==> config.mk <==
export PLATFORM = sky130hd
export DESIGN_NAME = gpfd_top
export DESIGN_NICKNAME = d
export VERILOG_FILES = /design/src/inc/gpfd_pkg.sv /design/src/rtl/gpfd_port_cfg.sv /design/src/rtl/gpfd_top.sv
export SDC_FILE = /design/constraint.sdc
export NUM_CORES = 1
export LEC_CHECK = 0
export BUFFER_PORTS_ARGS = -buffer_cell sky130_fd_sc_hd__buf_2
export CAP_MARGIN = 20
export CORE_AREA = 3 3 293 295
export CTS_BUF_LIST = sky130_fd_sc_hd__clkbuf_4 sky130_fd_sc_hd__clkbuf_8 sky130_fd_sc_hd__clkbuf_16
export DETAILED_ROUTE_END_ITERATION = 12
export DIE_AREA = 0 0 296 298
export GPL_ROUTABILITY_DRIVEN = 0
export PLACE_DENSITY = 0.56
export SYNTH_ARGS = -nofsm -noshare
export SYNTH_HDL_FRONTEND = slang
export SYNTH_HIERARCHICAL = 1
export SYNTH_SLANG_ARGS = --single-unit
==> constraint.sdc <==
create_clock -name clk -period 10.2 [get_ports clk]
set_input_delay 1.53 -clock clk [delete_from_list [all_inputs] [get_ports clk]]
set_output_delay 1.53 -clock clk [all_outputs]
set_load 0.02 [all_outputs]
==> src/inc/gpfd_pkg.sv <==
package gpfd_pkg;
	localparam int NUM_PORTS = 5;
	localparam int PORT_W = 8;
	localparam int NUM_PINS = NUM_PORTS * PORT_W;
	localparam int NUM_ALT = 4;
	localparam int PORT_D_IDX = 3;

	// Register file placement
	localparam logic [11:0] REG_BASE = 12'hfd0;
	localparam logic [11:0] REG_SPAN = 12'h014;
	localparam logic [1:0] OFF_SELECTOR = 2'h0;
	localparam logic [1:0] OFF_WINDOW = 2'h1;

	// Subregister selector codes
	localparam logic [7:0] SEL_NONE = 8'h00;
	localparam logic [7:0] SEL_DIR = 8'h01;
	localparam logic [7:0] SEL_ALT_EN = 8'h02;
	localparam logic [7:0] SEL_OPEN_DRAIN = 8'h03;
	localparam logic [7:0] SEL_HIGH_DRIVE = 8'h04;
	localparam logic [7:0] SEL_ALT_SET_ONE = 8'h07;
	localparam logic [7:0] SEL_ALT_SET_TWO = 8'h08;

	// Reset values
	localparam logic [7:0] RST_SELECTOR = 8'h00;
	localparam logic [7:0] RST_DIR = 8'hff;
	localparam logic [7:0] RST_ALT_EN = 8'h00;
	localparam logic [7:0] RST_ALT_EN_PORT_D = 8'h01;
	localparam logic [7:0] RST_OPEN_DRAIN = 8'h00;
	localparam logic [7:0] RST_HIGH_DRIVE = 8'h00;
	localparam logic [7:0] RST_ALT_SET = 8'h00;
	localparam logic [7:0] RDATA_NONE = 8'h00;
endpackage

==> src/rtl/gpfd_port_cfg.sv <==
`timescale 1ns/10ps
`default_nettype none
module gpfd_port_cfg
	import gpfd_pkg::*;
#(
	parameter logic [7:0] ALT_EN_RST = 8'h00
)
(
	input wire logic clk,
	input wire logic rst,
	input wire logic selector_wr,
	input wire logic window_wr,
	input wire logic [7:0] wdata,
	output logic [7:0] port_subreg_selector,
	output logic [7:0] window_rdata,
	output logic [7:0] pin_direction_subreg,
	output logic [7:0] pin_alt_function_enable,
	output logic [7:0] pin_open_drain_control,
	output logic [7:0] pin_high_drive_enable,
	output logic [7:0] alt_function_set_one,
	output logic [7:0] alt_function_set_two
);
	logic [7:0] sel_q, sel_d;
	logic [7:0] dir_q, dir_d;
	logic [7:0] af_q, af_d;
	logic [7:0] oc_q, oc_d;
	logic [7:0] hde_q, hde_d;
	logic [7:0] afs1_q, afs1_d;
	logic [7:0] afs2_q, afs2_d;

	always_comb
	begin
		sel_d = sel_q;
		dir_d = dir_q;
		af_d = af_q;
		oc_d = oc_q;
		hde_d = hde_q;
		afs1_d = afs1_q;
		afs2_d = afs2_q;
		if (selector_wr)
		begin
			sel_d = wdata;
		end
		if (window_wr)
		begin
			// Code 00h and spare codes swallow the write, guarding against stray setup
			case (sel_q)
				SEL_DIR: dir_d = wdata;
				SEL_ALT_EN: af_d = wdata;
				SEL_OPEN_DRAIN: oc_d = wdata;
				SEL_HIGH_DRIVE: hde_d = wdata;
				SEL_ALT_SET_ONE: afs1_d = wdata;
				SEL_ALT_SET_TWO: afs2_d = wdata;
				default: sel_d = sel_d;
			endcase
		end
	end

	always_comb
	begin
		case (sel_q)
			SEL_DIR: window_rdata = dir_q;
			SEL_ALT_EN: window_rdata = af_q;
			SEL_OPEN_DRAIN: window_rdata = oc_q;
			SEL_HIGH_DRIVE: window_rdata = hde_q;
			SEL_ALT_SET_ONE: window_rdata = afs1_q;
			SEL_ALT_SET_TWO: window_rdata = afs2_q;
			default: window_rdata = RDATA_NONE;
		endcase
	end

	always_ff @(posedge clk or posedge rst)
	begin
		if (rst)
		begin
			sel_q <= RST_SELECTOR;
			dir_q <= RST_DIR;
			af_q <= ALT_EN_RST;
			oc_q <= RST_OPEN_DRAIN;
			hde_q <= RST_HIGH_DRIVE;
			afs1_q <= RST_ALT_SET;
			afs2_q <= RST_ALT_SET;
		end
		else
		begin
			sel_q <= sel_d;
			dir_q <= dir_d;
			af_q <= af_d;
			oc_q <= oc_d;
			hde_q <= hde_d;
			afs1_q <= afs1_d;
			afs2_q <= afs2_d;
		end
	end

	assign port_subreg_selector = sel_q;
	assign pin_direction_subreg = dir_q;
	assign pin_alt_function_enable = af_q;
	assign pin_open_drain_control = oc_q;
	assign pin_high_drive_enable = hde_q;
	assign alt_function_set_one = afs1_q;
	assign alt_function_set_two = afs2_q;
endmodule
`default_nettype wire

==> src/rtl/gpfd_top.sv <==
`timescale 1ns/10ps
`default_nettype none
module gpfd_top
	import gpfd_pkg::*;
(
	input wire logic clk,
	input wire logic rst,
	input wire logic [11:0] reg_addr,
	input wire logic reg_wr,
	input wire logic reg_rd,
	input wire logic [7:0] reg_wdata,
	output logic [7:0] reg_rdata_q,
	input wire logic [NUM_PINS-1:0] gpio_out_data,
	input wire logic [NUM_ALT-1:0][NUM_PINS-1:0] alt_out_val,
	input wire logic [NUM_ALT-1:0][NUM_PINS-1:0] alt_out_en,
	input wire logic [NUM_PINS-1:0] pin_in,
	output logic [NUM_PINS-1:0] pin_out_q,
	output logic [NUM_PINS-1:0] pin_oe_n_q,
	output logic [NUM_PINS-1:0] pin_high_drive_q,
	output logic [NUM_PINS-1:0] pin_in_q,
	output logic [NUM_ALT-1:0][NUM_PINS-1:0] alt_route_q
);
	logic [11:0] addr_off;
	logic addr_hit;
	logic [2:0] port_idx;
	logic [NUM_PORTS-1:0] sel_wr;
	logic [NUM_PORTS-1:0] win_wr;
	logic [NUM_PORTS-1:0][7:0] sel_val;
	logic [NUM_PORTS-1:0][7:0] win_rdata;
	logic [NUM_PINS-1:0] dir_all;
	logic [NUM_PINS-1:0] af_all;
	logic [NUM_PINS-1:0] oc_all;
	logic [NUM_PINS-1:0] hde_all;
	logic [NUM_PINS-1:0] afs1_all;
	logic [NUM_PINS-1:0] afs2_all;
	logic [7:0] rdata_d;
	logic [NUM_PINS-1:0] pin_out_d;
	logic [NUM_PINS-1:0] pin_oe_n_d;
	logic [NUM_ALT-1:0][NUM_PINS-1:0] alt_route_d;

	// Address decode: two byte registers per four-byte slot
	assign addr_off = reg_addr - REG_BASE;
	assign addr_hit = (reg_addr >= REG_BASE) && (addr_off < REG_SPAN);
	assign port_idx = addr_off[4:2];

	always_comb
	begin
		sel_wr = '0;
		win_wr = '0;
		rdata_d = RDATA_NONE;
		for (int p = 0; p < NUM_PORTS; p++)
		begin
			if (addr_hit && port_idx == p[2:0])
			begin
				sel_wr[p] = reg_wr && addr_off[1:0] == OFF_SELECTOR;
				win_wr[p] = reg_wr && addr_off[1:0] == OFF_WINDOW;
				if (addr_off[1:0] == OFF_SELECTOR)
				begin
					rdata_d = sel_val[p];
				end
				else if (addr_off[1:0] == OFF_WINDOW)
				begin
					rdata_d = win_rdata[p];
				end
			end
		end
		// Read data holds between reads so a slow master can sample it late
		if (!reg_rd)
		begin
			rdata_d = reg_rdata_q;
		end
	end

	for (genvar g = 0; g < NUM_PORTS; g++)
	begin : g_port
		gpfd_port_cfg #(
			.ALT_EN_RST((g == PORT_D_IDX) ? RST_ALT_EN_PORT_D : RST_ALT_EN)
		) gpfd_port_cfg_inst (
			.clk(clk),
			.rst(rst),
			.selector_wr(sel_wr[g]),
			.window_wr(win_wr[g]),
			.wdata(reg_wdata),
			.port_subreg_selector(sel_val[g]),
			.window_rdata(win_rdata[g]),
			.pin_direction_subreg(dir_all[g*PORT_W +: PORT_W]),
			.pin_alt_function_enable(af_all[g*PORT_W +: PORT_W]),
			.pin_open_drain_control(oc_all[g*PORT_W +: PORT_W]),
			.pin_high_drive_enable(hde_all[g*PORT_W +: PORT_W]),
			.alt_function_set_one(afs1_all[g*PORT_W +: PORT_W]),
			.alt_function_set_two(afs2_all[g*PORT_W +: PORT_W])
		);
	end

	// Pin steering; a pin enabled with no peripheral behind it follows idle peripheral inputs
	always_comb
	begin
		logic [1:0] fsel;
		logic val;
		logic en;
		fsel = 2'h0;
		val = 1'b0;
		en = 1'b0;
		pin_out_d = '0;
		pin_oe_n_d = '1;
		alt_route_d = '0;
		for (int i = 0; i < NUM_PINS; i++)
		begin
			fsel = {afs2_all[i], afs1_all[i]};
			if (af_all[i])
			begin
				val = alt_out_val[fsel][i];
				en = alt_out_en[fsel][i];
				alt_route_d[fsel][i] = 1'b1;
			end
			else
			begin
				val = gpio_out_data[i];
				en = !dir_all[i];
			end
			if (oc_all[i])
			begin
				pin_out_d[i] = 1'b0;
				pin_oe_n_d[i] = !(en && !val);
			end
			else
			begin
				pin_out_d[i] = val;
				pin_oe_n_d[i] = !en;
			end
		end
	end

	always_ff @(posedge clk or posedge rst)
	begin
		if (rst)
		begin
			reg_rdata_q <= RDATA_NONE;
			pin_out_q <= '0;
			pin_oe_n_q <= '1;
			pin_high_drive_q <= '0;
			pin_in_q <= '0;
			alt_route_q <= '0;
		end
		else
		begin
			reg_rdata_q <= rdata_d;
			pin_out_q <= pin_out_d;
			pin_oe_n_q <= pin_oe_n_d;
			pin_high_drive_q <= hde_all;
			pin_in_q <= pin_in;
			alt_route_q <= alt_route_d;
		end
	end
endmodule
`default_nettype wire

== Word-level counts from Yosys, hierarchy flattened ==
Index checks and enable logic that the tools add are counted.

* Equality and inequality tests: 35
* Bitwise logic cells: 39
* $add $sub $neg: 1
* Mux-type cells: 470
* Reduce and logical (&&, ||, !) cells: 280
* Order comparisons: 82

{| class="wikitable"
|+ Operator list
! kind !! number
|-
| $bmux 40 s2 || 80
|-
| $mux 160 || 40
|-
| $or 160x160->160 || 39
|-
| $demux 40 s2 || 40
|-
| $pmux 8 s6 || 5
|-
| $mux 1 || 173
|-
| $logic_not 1->1 || 160
|-
| $mux 8 || 18
|-
| $lt 2x3->1 const B || 40
|-
| $mux 40 || 3
|-
| $mux 39 || 3
|-
| $mux 38 || 3
|-
| $mux 37 || 3
|-
| $mux 36 || 3
|-
| $mux 35 || 3
|-
| $mux 34 || 3
|-
| $mux 33 || 3
|-
| $mux 32 || 3
|-
| $mux 31 || 3
|-
| $mux 30 || 3
|-
| $logic_and 1x1->1 || 88
|-
| $mux 29 || 3
|-
| $mux 28 || 3
|-
| $mux 27 || 3
|-
| other kinds (39) || 182
|}

* Output and inout bits: 328
* Bits of input ports: 424
* Word-level logic and storage cells: 951
* Register bits: 608

== Logic depth before layout (Yosys ltp) ==
Gate-level depths: netlist (run 1).

* Depth after elaboration: 83
* Depth in mapped cells: 11
* Mapped depth without buffers: 9

== Hierarchy ==
Netlist (run 1), hierarchy kept.

{| class="wikitable"
|+ Modules (own cells, without submodules)
! module !! sequential area each (sq um) !! instances !! cells an instance !! area each (sq um)
|-
| gpfd_top || 8257.9 || 1 || 991 || 13665.6
|-
| gpfd_port_cfg at g_port[0].gpfd_port_cfg_inst ... || 1411.4 || 4 || 177 || 2522.4
|-
| gpfd_port_cfg at g_port[3].gpfd_port_cfg_inst || 1412.6 || 1 || 177 || 2523.7
|}

== Worst setup path before layout (run 1) ==
Ideal clock, no wire load.

* Path type: input to register
* From: input reg_addr[4]
* To: register g_port[0].gpfd_port_cfg_inst.afs1_q[0]
* Required time: 10.075 ns
* Data arrival time: 3.500 ns
* Library setup time: 0.125 ns
* Stages: 9
* Path buffers: 1
* Setup slack: 6.576 ns
* Path through: inv_1 ha_1 nand4b_1 nor3_1 nand2b_1 nor3_1 clkbuf_1 nand2_1 mux2_2

* Longest elaborated chain between the ends: 6
* Elaborated cells on any way between the ends: 8
* Those cells by class: add/sub (1); order compare (2); mux (1); reduce/logical (4)

{| class="wikitable"
|+ RTL lines
! what !! line !! RTL
|-
| from (decl) || gpfd_top.sv:8 || <nowiki>input wire logic [11:0] reg_addr,</nowiki>
|-
| $sub 12x12->12 || gpfd_top.sv:42 || <nowiki>assign addr_off = reg_addr - REG_BASE;</nowiki>
|-
| $lt 12x5->1 || gpfd_top.sv:43 || <nowiki>assign addr_hit = (reg_addr >= REG_BASE) && (addr_off < REG_SPAN);</nowiki>
|-
| $logic_and 1x1->1 || gpfd_top.sv:43 ||
|-
| $logic_and 1x1->1 (*) || gpfd_top.sv:53 || <nowiki>if (addr_hit && port_idx == p[2:0])</nowiki>
|-
| $mux 1 (*) || gpfd_top.sv:53 ||
|-
| named net win_wr[0] || gpfd_top.sv:27 || <nowiki>logic [NUM_PORTS-1:0] win_wr;</nowiki>
|-
| $reduce_and 2->1 (no source line) (*) || - ||
|-
| to (signal assigned) || gpfd_port_cfg.sv:91 || <nowiki>afs1_q <= afs1_d;</nowiki>
|-
| to (decl) || gpfd_port_cfg.sv:28 || <nowiki>logic [7:0] afs1_q, afs1_d;</nowiki>
|}

Mark *: on every way through the listed nets, which the timed path passes. The rest lies on a longest branch.
A chain may end at the register's enable or synchronous reset.

== Worst setup path after layout (run 1) ==
* From: input reg_addr[4]
* To: register g_port[2].gpfd_port_cfg_inst.af_q[1]

* Longest elaborated chain between the ends: 6
* Elaborated cells on any way between the ends: 8
* Those cells by class: add/sub (1); order compare (2); eq/ne (1); mux (1); reduce/logical (3)

{| class="wikitable"
|+ RTL lines
! what !! line !! RTL
|-
| $sub 12x12->12 || gpfd_top.sv:42 ||
|-
| $lt 12x5->1 || gpfd_top.sv:43 ||
|-
| $logic_and 1x1->1 || gpfd_top.sv:43 ||
|-
| $logic_and 1x1->1 (*) || gpfd_top.sv:53 ||
|-
| $mux 1 (*) || gpfd_top.sv:53 ||
|-
| named net win_wr[2] || gpfd_top.sv:27 ||
|-
| $reduce_and 2->1 (no source line) (*) || - ||
|-
| to (signal assigned) || gpfd_port_cfg.sv:78 || <nowiki>af_q <= ALT_EN_RST;</nowiki>
|-
| to (signal assigned) || gpfd_port_cfg.sv:88 || <nowiki>af_q <= af_d;</nowiki>
|-
| to (decl) || gpfd_port_cfg.sv:25 || <nowiki>logic [7:0] af_q, af_d;</nowiki>
|}

Marked as above.

==> metrics.md, run 1 <==
| Metric | Value |
|---|---|
| Status | complete, no violations |
| Synth Flop Type | dfrtp_1 |
| Cell Area, Synth | 0.0263 mm2 |
| PortBufs | 751 |
| Max Used Layer | met5 |
| Vias in the first global route | 20,900 |
| Row Count | 106 |
| Grt ovf | 0 |
| Top reg by flops | alt_route_q |
| Worst Setup End Kind | flop |
| Synth warnings | 6 |
| Max cap viols | 0 |
| Max reg flops | 160 |
| Startpoint Class | primary input |
| Sw frac | 22.6% |
| CTS Hold Bufs | 0 |
| Setup violators final | 0 |
| Crit path max-delay family | simple AND/OR/NAND/NOR gates |
| Core region area | 0.0834 mm2 |
| Worst path max stage delay | 0.73 ns |
| CP max FO | 8 |
| Post-synth cell types | 63 |
| HPWL after DPL | 67.4 mm |
| Post-synth top area cell | dfrtp_1 |
| Seq/Total Area, Yosys | 58.3% |
| Compound-gate portion of the synthesized area | 5.98% |
| Crit Path Class | primary input to flop |
| Share of layout cells above drive strength 1 | 52.6% |
| Root Driver | clkbuf_16 |
| Async set-reset flop share out of synthesis | 100% |
| Initial antenna violation count | 13 |
| DP Worst Slack | 5.47 ns |
| Post-Syn Nets | 2,302 |
| CTS tree | done |
| Dpl cells | 3,685 |
| Setup ws final | 6.11 ns |
| Initial DRC Count | 1,176 |
| Synth top area cells | dfrtp_1, mux2_2, dfstp_2 |
| DR WL/cell | 23.8 um |
| Non-Filler Instances | 3,821 |
| Register bit total from synthesis | 608 |
| DP Area | 0.0313 mm2 |
| Final nets | 3,106 |
| Final hold viol count | 0 |
| Die area | 0.0882 mm2 |
| Largest net degree at the start of global routing | 154 |
| Clock tree buffer depth | 3 |
| P_int | 0.00411 W |
| First-pass GRT wire length | 133 mm |
| Largest family of logic cells by synthesized area | multiplexers |
| Multiplexer area fraction after synthesis | 21.8% |
| Pre-antenna DRT Iters | 5 |
| RSZ-0062 raised after global routing | false |
| Area Overhead vs Synth | 28.4% |
| M1 wire length | 36.9 mm |
| Met2 WL post-DR | 45.6 mm |
| Register area | 0.0153 mm2 |
| Adder-Cell Fraction of Synth Area | 0.0952% |
| Global Route Usage Sum | 20.0% |
| XOR/XNOR share of the synthesized area | 0% |
| Synth Area in Simple Gates | 12.7% |
| PwrDens | 158 mW/mm2 |
| Clock transition at path regs | 0.06 ns |
| Yosys top cell area share | 50.2% |
| F_max | 245 MHz |
| Ports | 752 |
| Layout fillers | 7,855 |
| Most instantiated library cell after synthesis | dfrtp_1 |
| Leakage power | 17.1 nW |
| CP Data Required Time | 10.67 ns |
| Final worst path period need | 4.09 ns |
| Drt via density | 5.14 |
| Chip width | 296 um |
| Worst-margin pin slew | 1.11 ns |
| DRT antenna net count | 0 |
| Residual DRC | 0 |
| Critical path's slowest cell | nor2_1 |
| Setup bufs post-CTS | 0 |
| Vias | 19,600 |
| Post-Syn Instances | 1,876 |
| Final setup skew | 0.0280 ns |
| WP buf/inv | 2 |
| Final setup TNS | 0 ns |
| Initial core utilization | 31.5% |
| Post-Syn Area per Cell | 14.0 um2 |
| Final WL | 91.1 mm |
| Clock power frac | 48.7% |
| Clk_lat worst skew | 0.60 ns |
| Crit path DAT | 4.56 ns |
| CP Cell Sequence | buf_2, inv_1, ha_1, nand4b_1, nor3_1, nand2b_1, nor2_1, nand2_1, mux2_2 |
| Worst hold path type | flop to flop |
| Part of the power in registers | 45.9% |
| Final design instance area without fill | 0.0337 mm2 |
| Net Sw Power | 0.00120 W |
| Post_cts resized | 0 |
| Slew Viols, Final | 0 |
| Commonest cells in the synthesized netlist | dfrtp_1, mux2_2, nand2_1 |
| DR WL met3 | 5.49 mm |
| Number of CTS-inserted buffers | 71 |
| Clk sinks | 608 |
| Final worst path period share | 40.1% |
| Multi-input gate area | 0.0107 mm2 |
| CTS H-Tree Depth | 3 |
| VDD IR max | 0.102 mV |
| EDFF count, synth | 0 |
| Normalized max-slew margin | 25.8% |
| Combinational power share | 5.4% |
| Height of the die | 298 um |
-- final timing paths --
kind / startpoint / end / slack, ns / cells after the start
max: reg_addr[4] / flop / 6.11 / 9
min: flop / pin_high_drive_q[36] / 0.40 / 0
max reg2reg: flop / reg_rdata_q[2] / 6.78 / 9
min reg2reg: flop / pin_high_drive_q[36] / 0.40 / 0
max in group asynchronous: rst / pin_out_q[0] / 6.72 / 4
min in group asynchronous: rst / asynchronous set/reset pin / 1.11 / 2
-- per-stage QoR --
| step | utilization, % | total power (W) | hold WS, ns |
|---|---|---|---|
| 2_1_floorplan | - | 0.00260 | 0.369 |
| 3_3_place_gp | 37.4 | 0.00277 | 0.388 |
| 3_5_place_dp | 37.5 | 0.00278 | 0.387 |
| 4_1_cts | 40.4 | 0.00540 | 0.402 |
| 5_1_grt | 40.4 | 0.00551 | 0.421 |
| 6_report | 40.4 | 0.00532 | 0.399 |
-- area by class of cell --
| type | count | area share (%) |
|---|---|---|
| sequential | 608 | 45.4 |
| multi-input combinational | 1217 | 31.6 |
| timing repair buffer | 765 | 11.7 |
| clock buffer | 102 | 6.22 |
| tap | 1080 | 4.01 |
| clock inverter | 25 | 0.872 |
| inverter | 17 | 0.200 |
| antenna | 7 | 0.0519 |
-- cells in the final DEF (no fill, tap or decap), types with 6 or more instances in the layout --
master / count
and3b_1: 37
o21ai_0: 48
nand2_1: 197
nand2b_1: 13
inv_1: 11
mux2i_1: 33
mux4_2: 81
nand2_2: 10
clkbuf_4: 17
mux2_2: 317
clkbuf_16: 71
nor3_1: 6
a21oi_1: 6
o211ai_1: 15
or4_1: 8
clkbuf_8: 14
nand3b_1: 8
nor3_4: 10
and3_1: 40
nand3_1: 26
clkinv_2: 11
a22o_1: 15
nor2_1: 77
diode_2: 7
buf_4: 8
a22oi_1: 80
nor4_4: 10
a32oi_1: 25
dfstp_2: 81
nor3b_1: 45
buf_2: 751
dfrtp_1: 527
nor2b_1: 40
buf_12: 6
-- logic make-up after synthesis --
logic type                 after synthesis
buffers and inverters                   51
and+or+nand+nor                        566
AOI/OAI and AO/OA                      218
muxes                                  431
adders and majority gates                2
DFF                                    608
-- per-layer routing --
metal | up-vias | GRT usage (%)
met5 | - | 0
met4 | 4 | 7.33
met3 | 175 | 4.03
met2 | 696 | 34.2
met1 | 10200 | 25.0
li1 | 8604 | -
-- power by group through the flow --
stage	sequential (W)	combinational [W]	clock, W
after floorplan	0.00251	0.0000981	0
after global placement	0.00248	0.000283	0
after detailed placement	0.00248	0.000292	0
after CTS	0.00244	0.000293	0.00266
after global routing	0.00244	0.000315	0.00276
final	0.00244	0.000288	0.00259
(Power assumes the default switching activity.)
==> run 2: changes to the inputs <==
- clock period: 10.2 -> 3.6 ns (I/O delays scaled with it)
==> run 2 against run 1 <==
Die area stayed put. Global-route usage hardly changed. Critical path depth stayed put. Register-to-register slack worse by 6.3 ns. Routed wire length is 1.1% lower. Core utilization is 0.58 points higher. Non-clock buffer count is 40 higher. Via count is 0.86% higher. Final area is 1.4% higher.
==> metrics.md, run 2 (synthesized netlist as in run 1, its figures left out) <==
| Metric | Value |
|---|---|
| Status | complete, no violations |
| Commonest non-fill, non-tap cell in the layout | buf_2 |
| DRT antenna net count | 0 |
| VDD IR max | 0.328 mV |
| Dpl cells | 3,695 |
| Number of CTS-inserted buffers | 72 |
| Residual DRC | 0 |
| Post_cts resized | 0 |
| DR WL/cell | 23.3 um |
| Worst path max stage delay | 0.79 ns |
| CP Cell Sequence | or4_1, nor4_4, a32oi_1, nand3_1, inv_1, o221a_2, o32ai_1, a221oi_1, o2bb2ai_1 |
| Top reg by flops | alt_route_q |
| First-pass GRT wire length | 133 mm |
| Reg-to-reg endpoint | reg_rdata_q[2] |
| Initial core utilization | 31.5% |
| Clock transition at path regs | 0.06 ns |
| Row Count | 106 |
| DP Worst Slack | 0.443 ns |
| Most frequent cells in the layout | buf_2, dfrtp_1, mux2_2 |
| Area Overhead vs Synth | 30.2% |
| P_int | 0.0119 W |
| Clock tree buffer depth | 3 |
| Combinational power share | 5.4% |
| Crit path to | reg_rdata_q[2] |
| R2R Setup Slk | 0.46 ns |
| CTS H-Tree Depth | 3 |
| Clock power frac | 49.6% |
| Setup violators final | 0 |
| Vias | 19,800 |
| Slew Viols, Final | 0 |
| Root Driver | clkbuf_16 |
| HPWL after DPL | 66.7 mm |
| Reg2Reg Depth | 9 |
| Vias in the first global route | 21,100 |
| Sw frac | 22.6% |
| F_max | 318 MHz |
| Crit path max-delay family | simple AND/OR/NAND/NOR gates |
| WP buf/inv | 1 |
| Max reg flops | 160 |
| Part of the power in registers | 44.9% |
| Final setup skew | 0.0248 ns |
| Final hold viol count | 0 |
| Clk sinks | 608 |
| Global Route Usage Sum | 20.0% |
| Max cap viols | 0 |
| Leakage power | 17.3 nW |
| CTS tree | done |
| Share of layout cells above drive strength 1 | 52.3% |
| Final hold slack | 0.0353 ns |
| Normalized max-slew margin | 28.5% |
| Core region area | 0.0834 mm2 |
| Drt via density | 5.12 |
| Worst path depth | 9 |
| Pre-antenna DRT Iters | 5 |
| Worst Setup End Kind | flop |
| PortBufs | 751 |
| Initial DRC Count | 1,306 |
| Clk_lat worst skew | 0.61 ns |
| Final setup TNS | 0 ns |
| Worst hold path type | primary input to asynchronous set/reset pin |
| CP Data Required Time | 4.11 ns |
| Crit path DAT | 3.66 ns |
| Final worst path period need | 3.14 ns |
| Critical path's slowest cell | or4_1 |
| Largest net degree at the start of global routing | 137 |
| Grt ovf | 0 |
| Chip width | 296 um |
| Worst-margin pin slew | 1.07 ns |
| Final worst path period share | 87.3% |
| RSZ-0062 raised after global routing | false |
| Non-Filler Instances | 3,865 |
| Ports | 752 |
| Die area | 0.0882 mm2 |
| Final nets | 3,147 |
| Crit Path Class | flop to flop |
| Height of the die | 298 um |
| Startpoint Class | flop |
| Final WL | 90.1 mm |
| Initial antenna violation count | 7 |
| CP max FO | 9 |
| PwrDens | 450 mW/mm2 |
| Net Sw Power | 0.00349 W |
| Setup ws final | 0.456 ns |
==> run 2: cell count changes in the layout (fill, tap and decap cells not counted), moves of 3 or more <==
cell	delta
clkbuf_16	+3
bufinv_16	+3
dlygate4sd3_1	+31
clkinv_4	+3
clkinv_2	+6
clkbuf_4	-3
diode_2	-3
clkbuf_8	-6
buf_4	+11
==> run 2: power groups by stage <==
| stage | clock network (W) | registers [W] | logic [W] |
|---|---|---|---|
| after floorplan | 0 | 0.00710 | 0.000278 |
| after CTS | 0.00789 | 0.00692 | 0.000855 |
| after global routing | 0.00816 | 0.00692 | 0.000915 |
| after global placement | 0 | 0.00703 | 0.000810 |
| after detailed placement | 0 | 0.00703 | 0.000827 |
| final | 0.00764 | 0.00692 | 0.000837 |
==> run 2: layout make-up <==
type / instances / area (um2)
fill: 7907 / 49200
sequential: 608 / 15300
multi-input combinational: 1217 / 10700
timing repair buffer: 805 / 4290
clock buffer: 96 / 2070
tap: 1080 / 1350
clock inverter: 38 / 467
inverter: 17 / 67.6
antenna: 4 / 10.0
==> run 2: per-stage QoR <==
step	utilization, %	area, um2	total power (W)
final	41.0	34200	0.0154
after global routing	41.0	34200	0.0160
after CTS	41.0	34200	0.0157
after detailed placement	37.6	31300	0.00786
after global placement	37.6	31300	0.00784
after floorplan	-	26300	0.00738
==> run 2: worst min-delay path by stage <==
| stage | depth (start not counted) | to | start | slack [ns] |
|---|---|---|---|---|
| 2_1_floorplan | 0 | pin_high_drive_q[11] | flop | 0.37 |
| 3_3_place_gp | 0 | pin_high_drive_q[34] | flop | 0.38 |
| 3_5_place_dp | 0 | pin_high_drive_q[37] | flop | 0.39 |
| 4_1_cts | 1 | pin_in_q[30] | pin_in[30] | 0.001 |
| 5_1_grt | 1 | pin_in_q[3] | pin_in[3] | 0.02 |
| 6_report | 2 | asynchronous set/reset pin | rst | 0.04 |
==> run 2: per-layer routing <==
layer  vias up  part of all wire, %  GRT usage [%]  routed length [um]
met3       160                  5.5           3.26                4980
met5         -                0.064              0                  58
met2       743                   50           34.3               44900
met4         8                  3.1           6.53                2790
li1       8695                    -              -                   -
met1     10200                   41           25.7               37300
==> run 2: what timing repair did <==
| action | in CTS | in global routing |
|---|---|---|
| setup buffers | 0 | 0 |
| hold buffers | 31 | 0 |
| endpoints found under the hold margin | 31 | 0 |
| setup endpoints to repair | 0 | 0 |
==> run 3: changes to the inputs <==
- BUFFER_PORTS_ARGS: -buffer_cell sky130_fd_sc_hd__buf_2 -> unset
- DONT_BUFFER_PORTS: unset -> 1
- PLACE_DENSITY: 0.56 -> 0.48
==> run 3 against run 2 <==
Fmax down 6.3%. Routed wire length fell by 1.6%. Register-to-register slack lost 0.21 ns. Clock-buffer cell count grew 9.
==> metrics.md, run 3 (synthesized netlist as in run 1, its figures left out) <==
| Metric | Value |
|---|---|
| Status | complete, no violations |
| Max reg flops | 160 |
| Clock power frac | 49.4% |
| F_max | 298 MHz |
| Final setup TNS | 0 ns |
| Worst path max stage delay | 0.81 ns |
| Critical path's slowest cell | or4_1 |
| CP Cell Sequence | or4_1, nor4_4, a32oi_1, nand3_1, inv_1, o221a_2, o32ai_1, a221oi_1, o2bb2ai_1 |
| Share of layout cells above drive strength 1 | 34.3% |
| Startpoint Class | flop |
| Number of CTS-inserted buffers | 71 |
| PortBufs | 0 |
| RSZ-0062 raised after global routing | false |
| Final WL | 88.6 mm |
| Pre-antenna DRT Iters | 5 |
| Drt via density | 5.39 |
| Clk_lat worst skew | 0.60 ns |
| Leakage power | 13.9 nW |
| Vias in the first global route | 18,200 |
| Initial core utilization | 31.5% |
| Commonest non-fill, non-tap cell in the layout | dfrtp_1 |
| Clock transition at path regs | 0.07 ns |
| Row Count | 106 |
| Worst Setup End Kind | flop |
| CTS tree | done |
| DRT antenna net count | 0 |
| Slew Viols, Final | 0 |
| Net Sw Power | 0.00323 W |
| Max cap viols | 0 |
| Crit path max-delay family | simple AND/OR/NAND/NOR gates |
| WP buf/inv | 1 |
| P_int | 0.0114 W |
| First-pass GRT wire length | 127 mm |
| PwrDens | 481 mW/mm2 |
| Clock tree buffer depth | 3 |
| Normalized max-slew margin | 32.7% |
| HPWL after DPL | 63.9 mm |
| Layout fillers | 7,998 |
| Setup bufs post-CTS | 0 |
| Global Route Usage Sum | 19.6% |
| Final worst path period share | 93.2% |
| Final hold viol count | 0 |
| Most frequent cells in the layout | dfrtp_1, mux2_2, nand2_1 |
| Chip width | 296 um |
| Top reg by flops | alt_route_q |
| Core region area | 0.0834 mm2 |
| Final worst path period need | 3.36 ns |
| Part of the power in registers | 47.9% |
| Combinational power share | 2.7% |
| Crit path DAT | 3.88 ns |
| Setup ws final | 0.244 ns |
| Final setup skew | 0.0326 ns |
| Ports | 752 |
| Setup violators final | 0 |
| Height of the die | 298 um |
| CTS H-Tree Depth | 3 |
| Grt ovf | 0 |
| Vias | 16,800 |
| Clk sinks | 608 |
| Worst hold path type | primary input to asynchronous set/reset pin |
| Residual DRC | 0 |
| Die area | 0.0882 mm2 |
| VDD IR max | 0.269 mV |
| Largest net degree at the start of global routing | 70 |
| Initial antenna violation count | 8 |
| CP max FO | 9 |
| Crit Path Class | flop to flop |
| Area Overhead vs Synth | 15.8% |
| Initial DRC Count | 1,156 |
| DR WL/cell | 28.4 um |
| CP Data Required Time | 4.12 ns |
| Sw frac | 22.1% |
| Worst-margin pin slew | 1.01 ns |
| Root Driver | clkbuf_16 |
| DP Worst Slack | 0.230 ns |
| Final nets | 2,407 |
run 3: changes by cell type in the layout (fill, tap and decap cells not counted), moves of 2 or more:
cell	before	now
buf_2	751	0
dlygate4sd3_1	31	43
clkbuf_8	8	16
bufinv_16	8	2
clkinv_2	17	13
clkinvlp_4	6	3
clkbuf_4	14	16
run 3: final cells by class:
type                    instances  area [um2]  share of cell area [%]
repair buffers                 66         666                    2.19
well taps                    1080        1350                    4.44
clock buffers                 105        2170                    7.12
diodes                          3        7.51                  0.0247
clock inverters                22         199                   0.654
multi-input cells            1217       10700                    35.0
inverters                      17        67.6                   0.222
flip-flops and latches        608       15300                    50.3
run 3: metrics by stage:
step,hold slack (ns),total power (W),cell area [um2],util (%),cells
final,0.0217,0.0146,30400,36.5,3118
after global routing,0.0273,0.0152,30400,36.5,3116
after CTS,0.000868,0.0149,30400,36.4,3113
after detailed placement,0.390,0.00748,27600,33.1,2944
after global placement,0.386,0.00748,27600,33.1,2944
after floorplan,0.369,0.00738,26300,-,1876
run 3: worst register-to-register path: stages (launching register included):
cell and delay, ns:
dfrtp_1 0.39, or4_1 0.81, nor4_4 0.68, a32oi_1 0.11, nand3_1 0.20, inv_1 0.09, o221a_2 0.24, o32ai_1 0.44
a221oi_1 0.18, o2bb2ai_1 0.18
run 3: repair_timing:
item                                   4_1_cts  5_1_grt
resized for setup                            0        0
hold buffers                                42        1
endpoints found under the hold margin       91       16
setup endpoints to repair                    0        0
run 3: path summary, 6_finish.rpt:
| path | start | endpoint | slack [ns] | depth (start not counted) |
|---|---|---|---|---|
| worst max-delay path | flop | reg_rdata_q[2] | 0.24 | 9 |
| worst min-delay path | rst | reg_rdata_q[4] | 0.02 | 1 |
| worst max register to register | flop | reg_rdata_q[2] | 0.24 | 9 |
| worst min register to register | flop | pin_high_drive_q[37] | 0.40 | 0 |
| max in group asynchronous | rst | asynchronous set/reset pin | 1.94 | 3 |
| min in group clk | reg_rd | reg_rdata_q[7] | 0.04 | 1 |
run 3: power by group through the flow:
stage	logic [W]	clock network (W)	registers, W
5_1_grt	0.000437	0.00777	0.00701
3_5_place_dp	0.000356	0	0.00713
2_1_floorplan	0.000278	0	0.00710
6_report	0.000388	0.00723	0.00701
4_1_cts	0.000399	0.00747	0.00701
3_3_place_gp	0.000350	0	0.00713
run 3: routing by layer:
| layer | share of wire, % | GRT usage [%] | vias to the layer above |
|---|---|---|---|
| met5 | 0.054 | 0 | - |
| met4 | 2.7 | 6.38 | 8 |
| met3 | 7.5 | 5.40 | 137 |
| met2 | 50 | 32.9 | 645 |
| met1 | 40 | 24.3 | 8807 |
| li1 | - | - | 7204 |
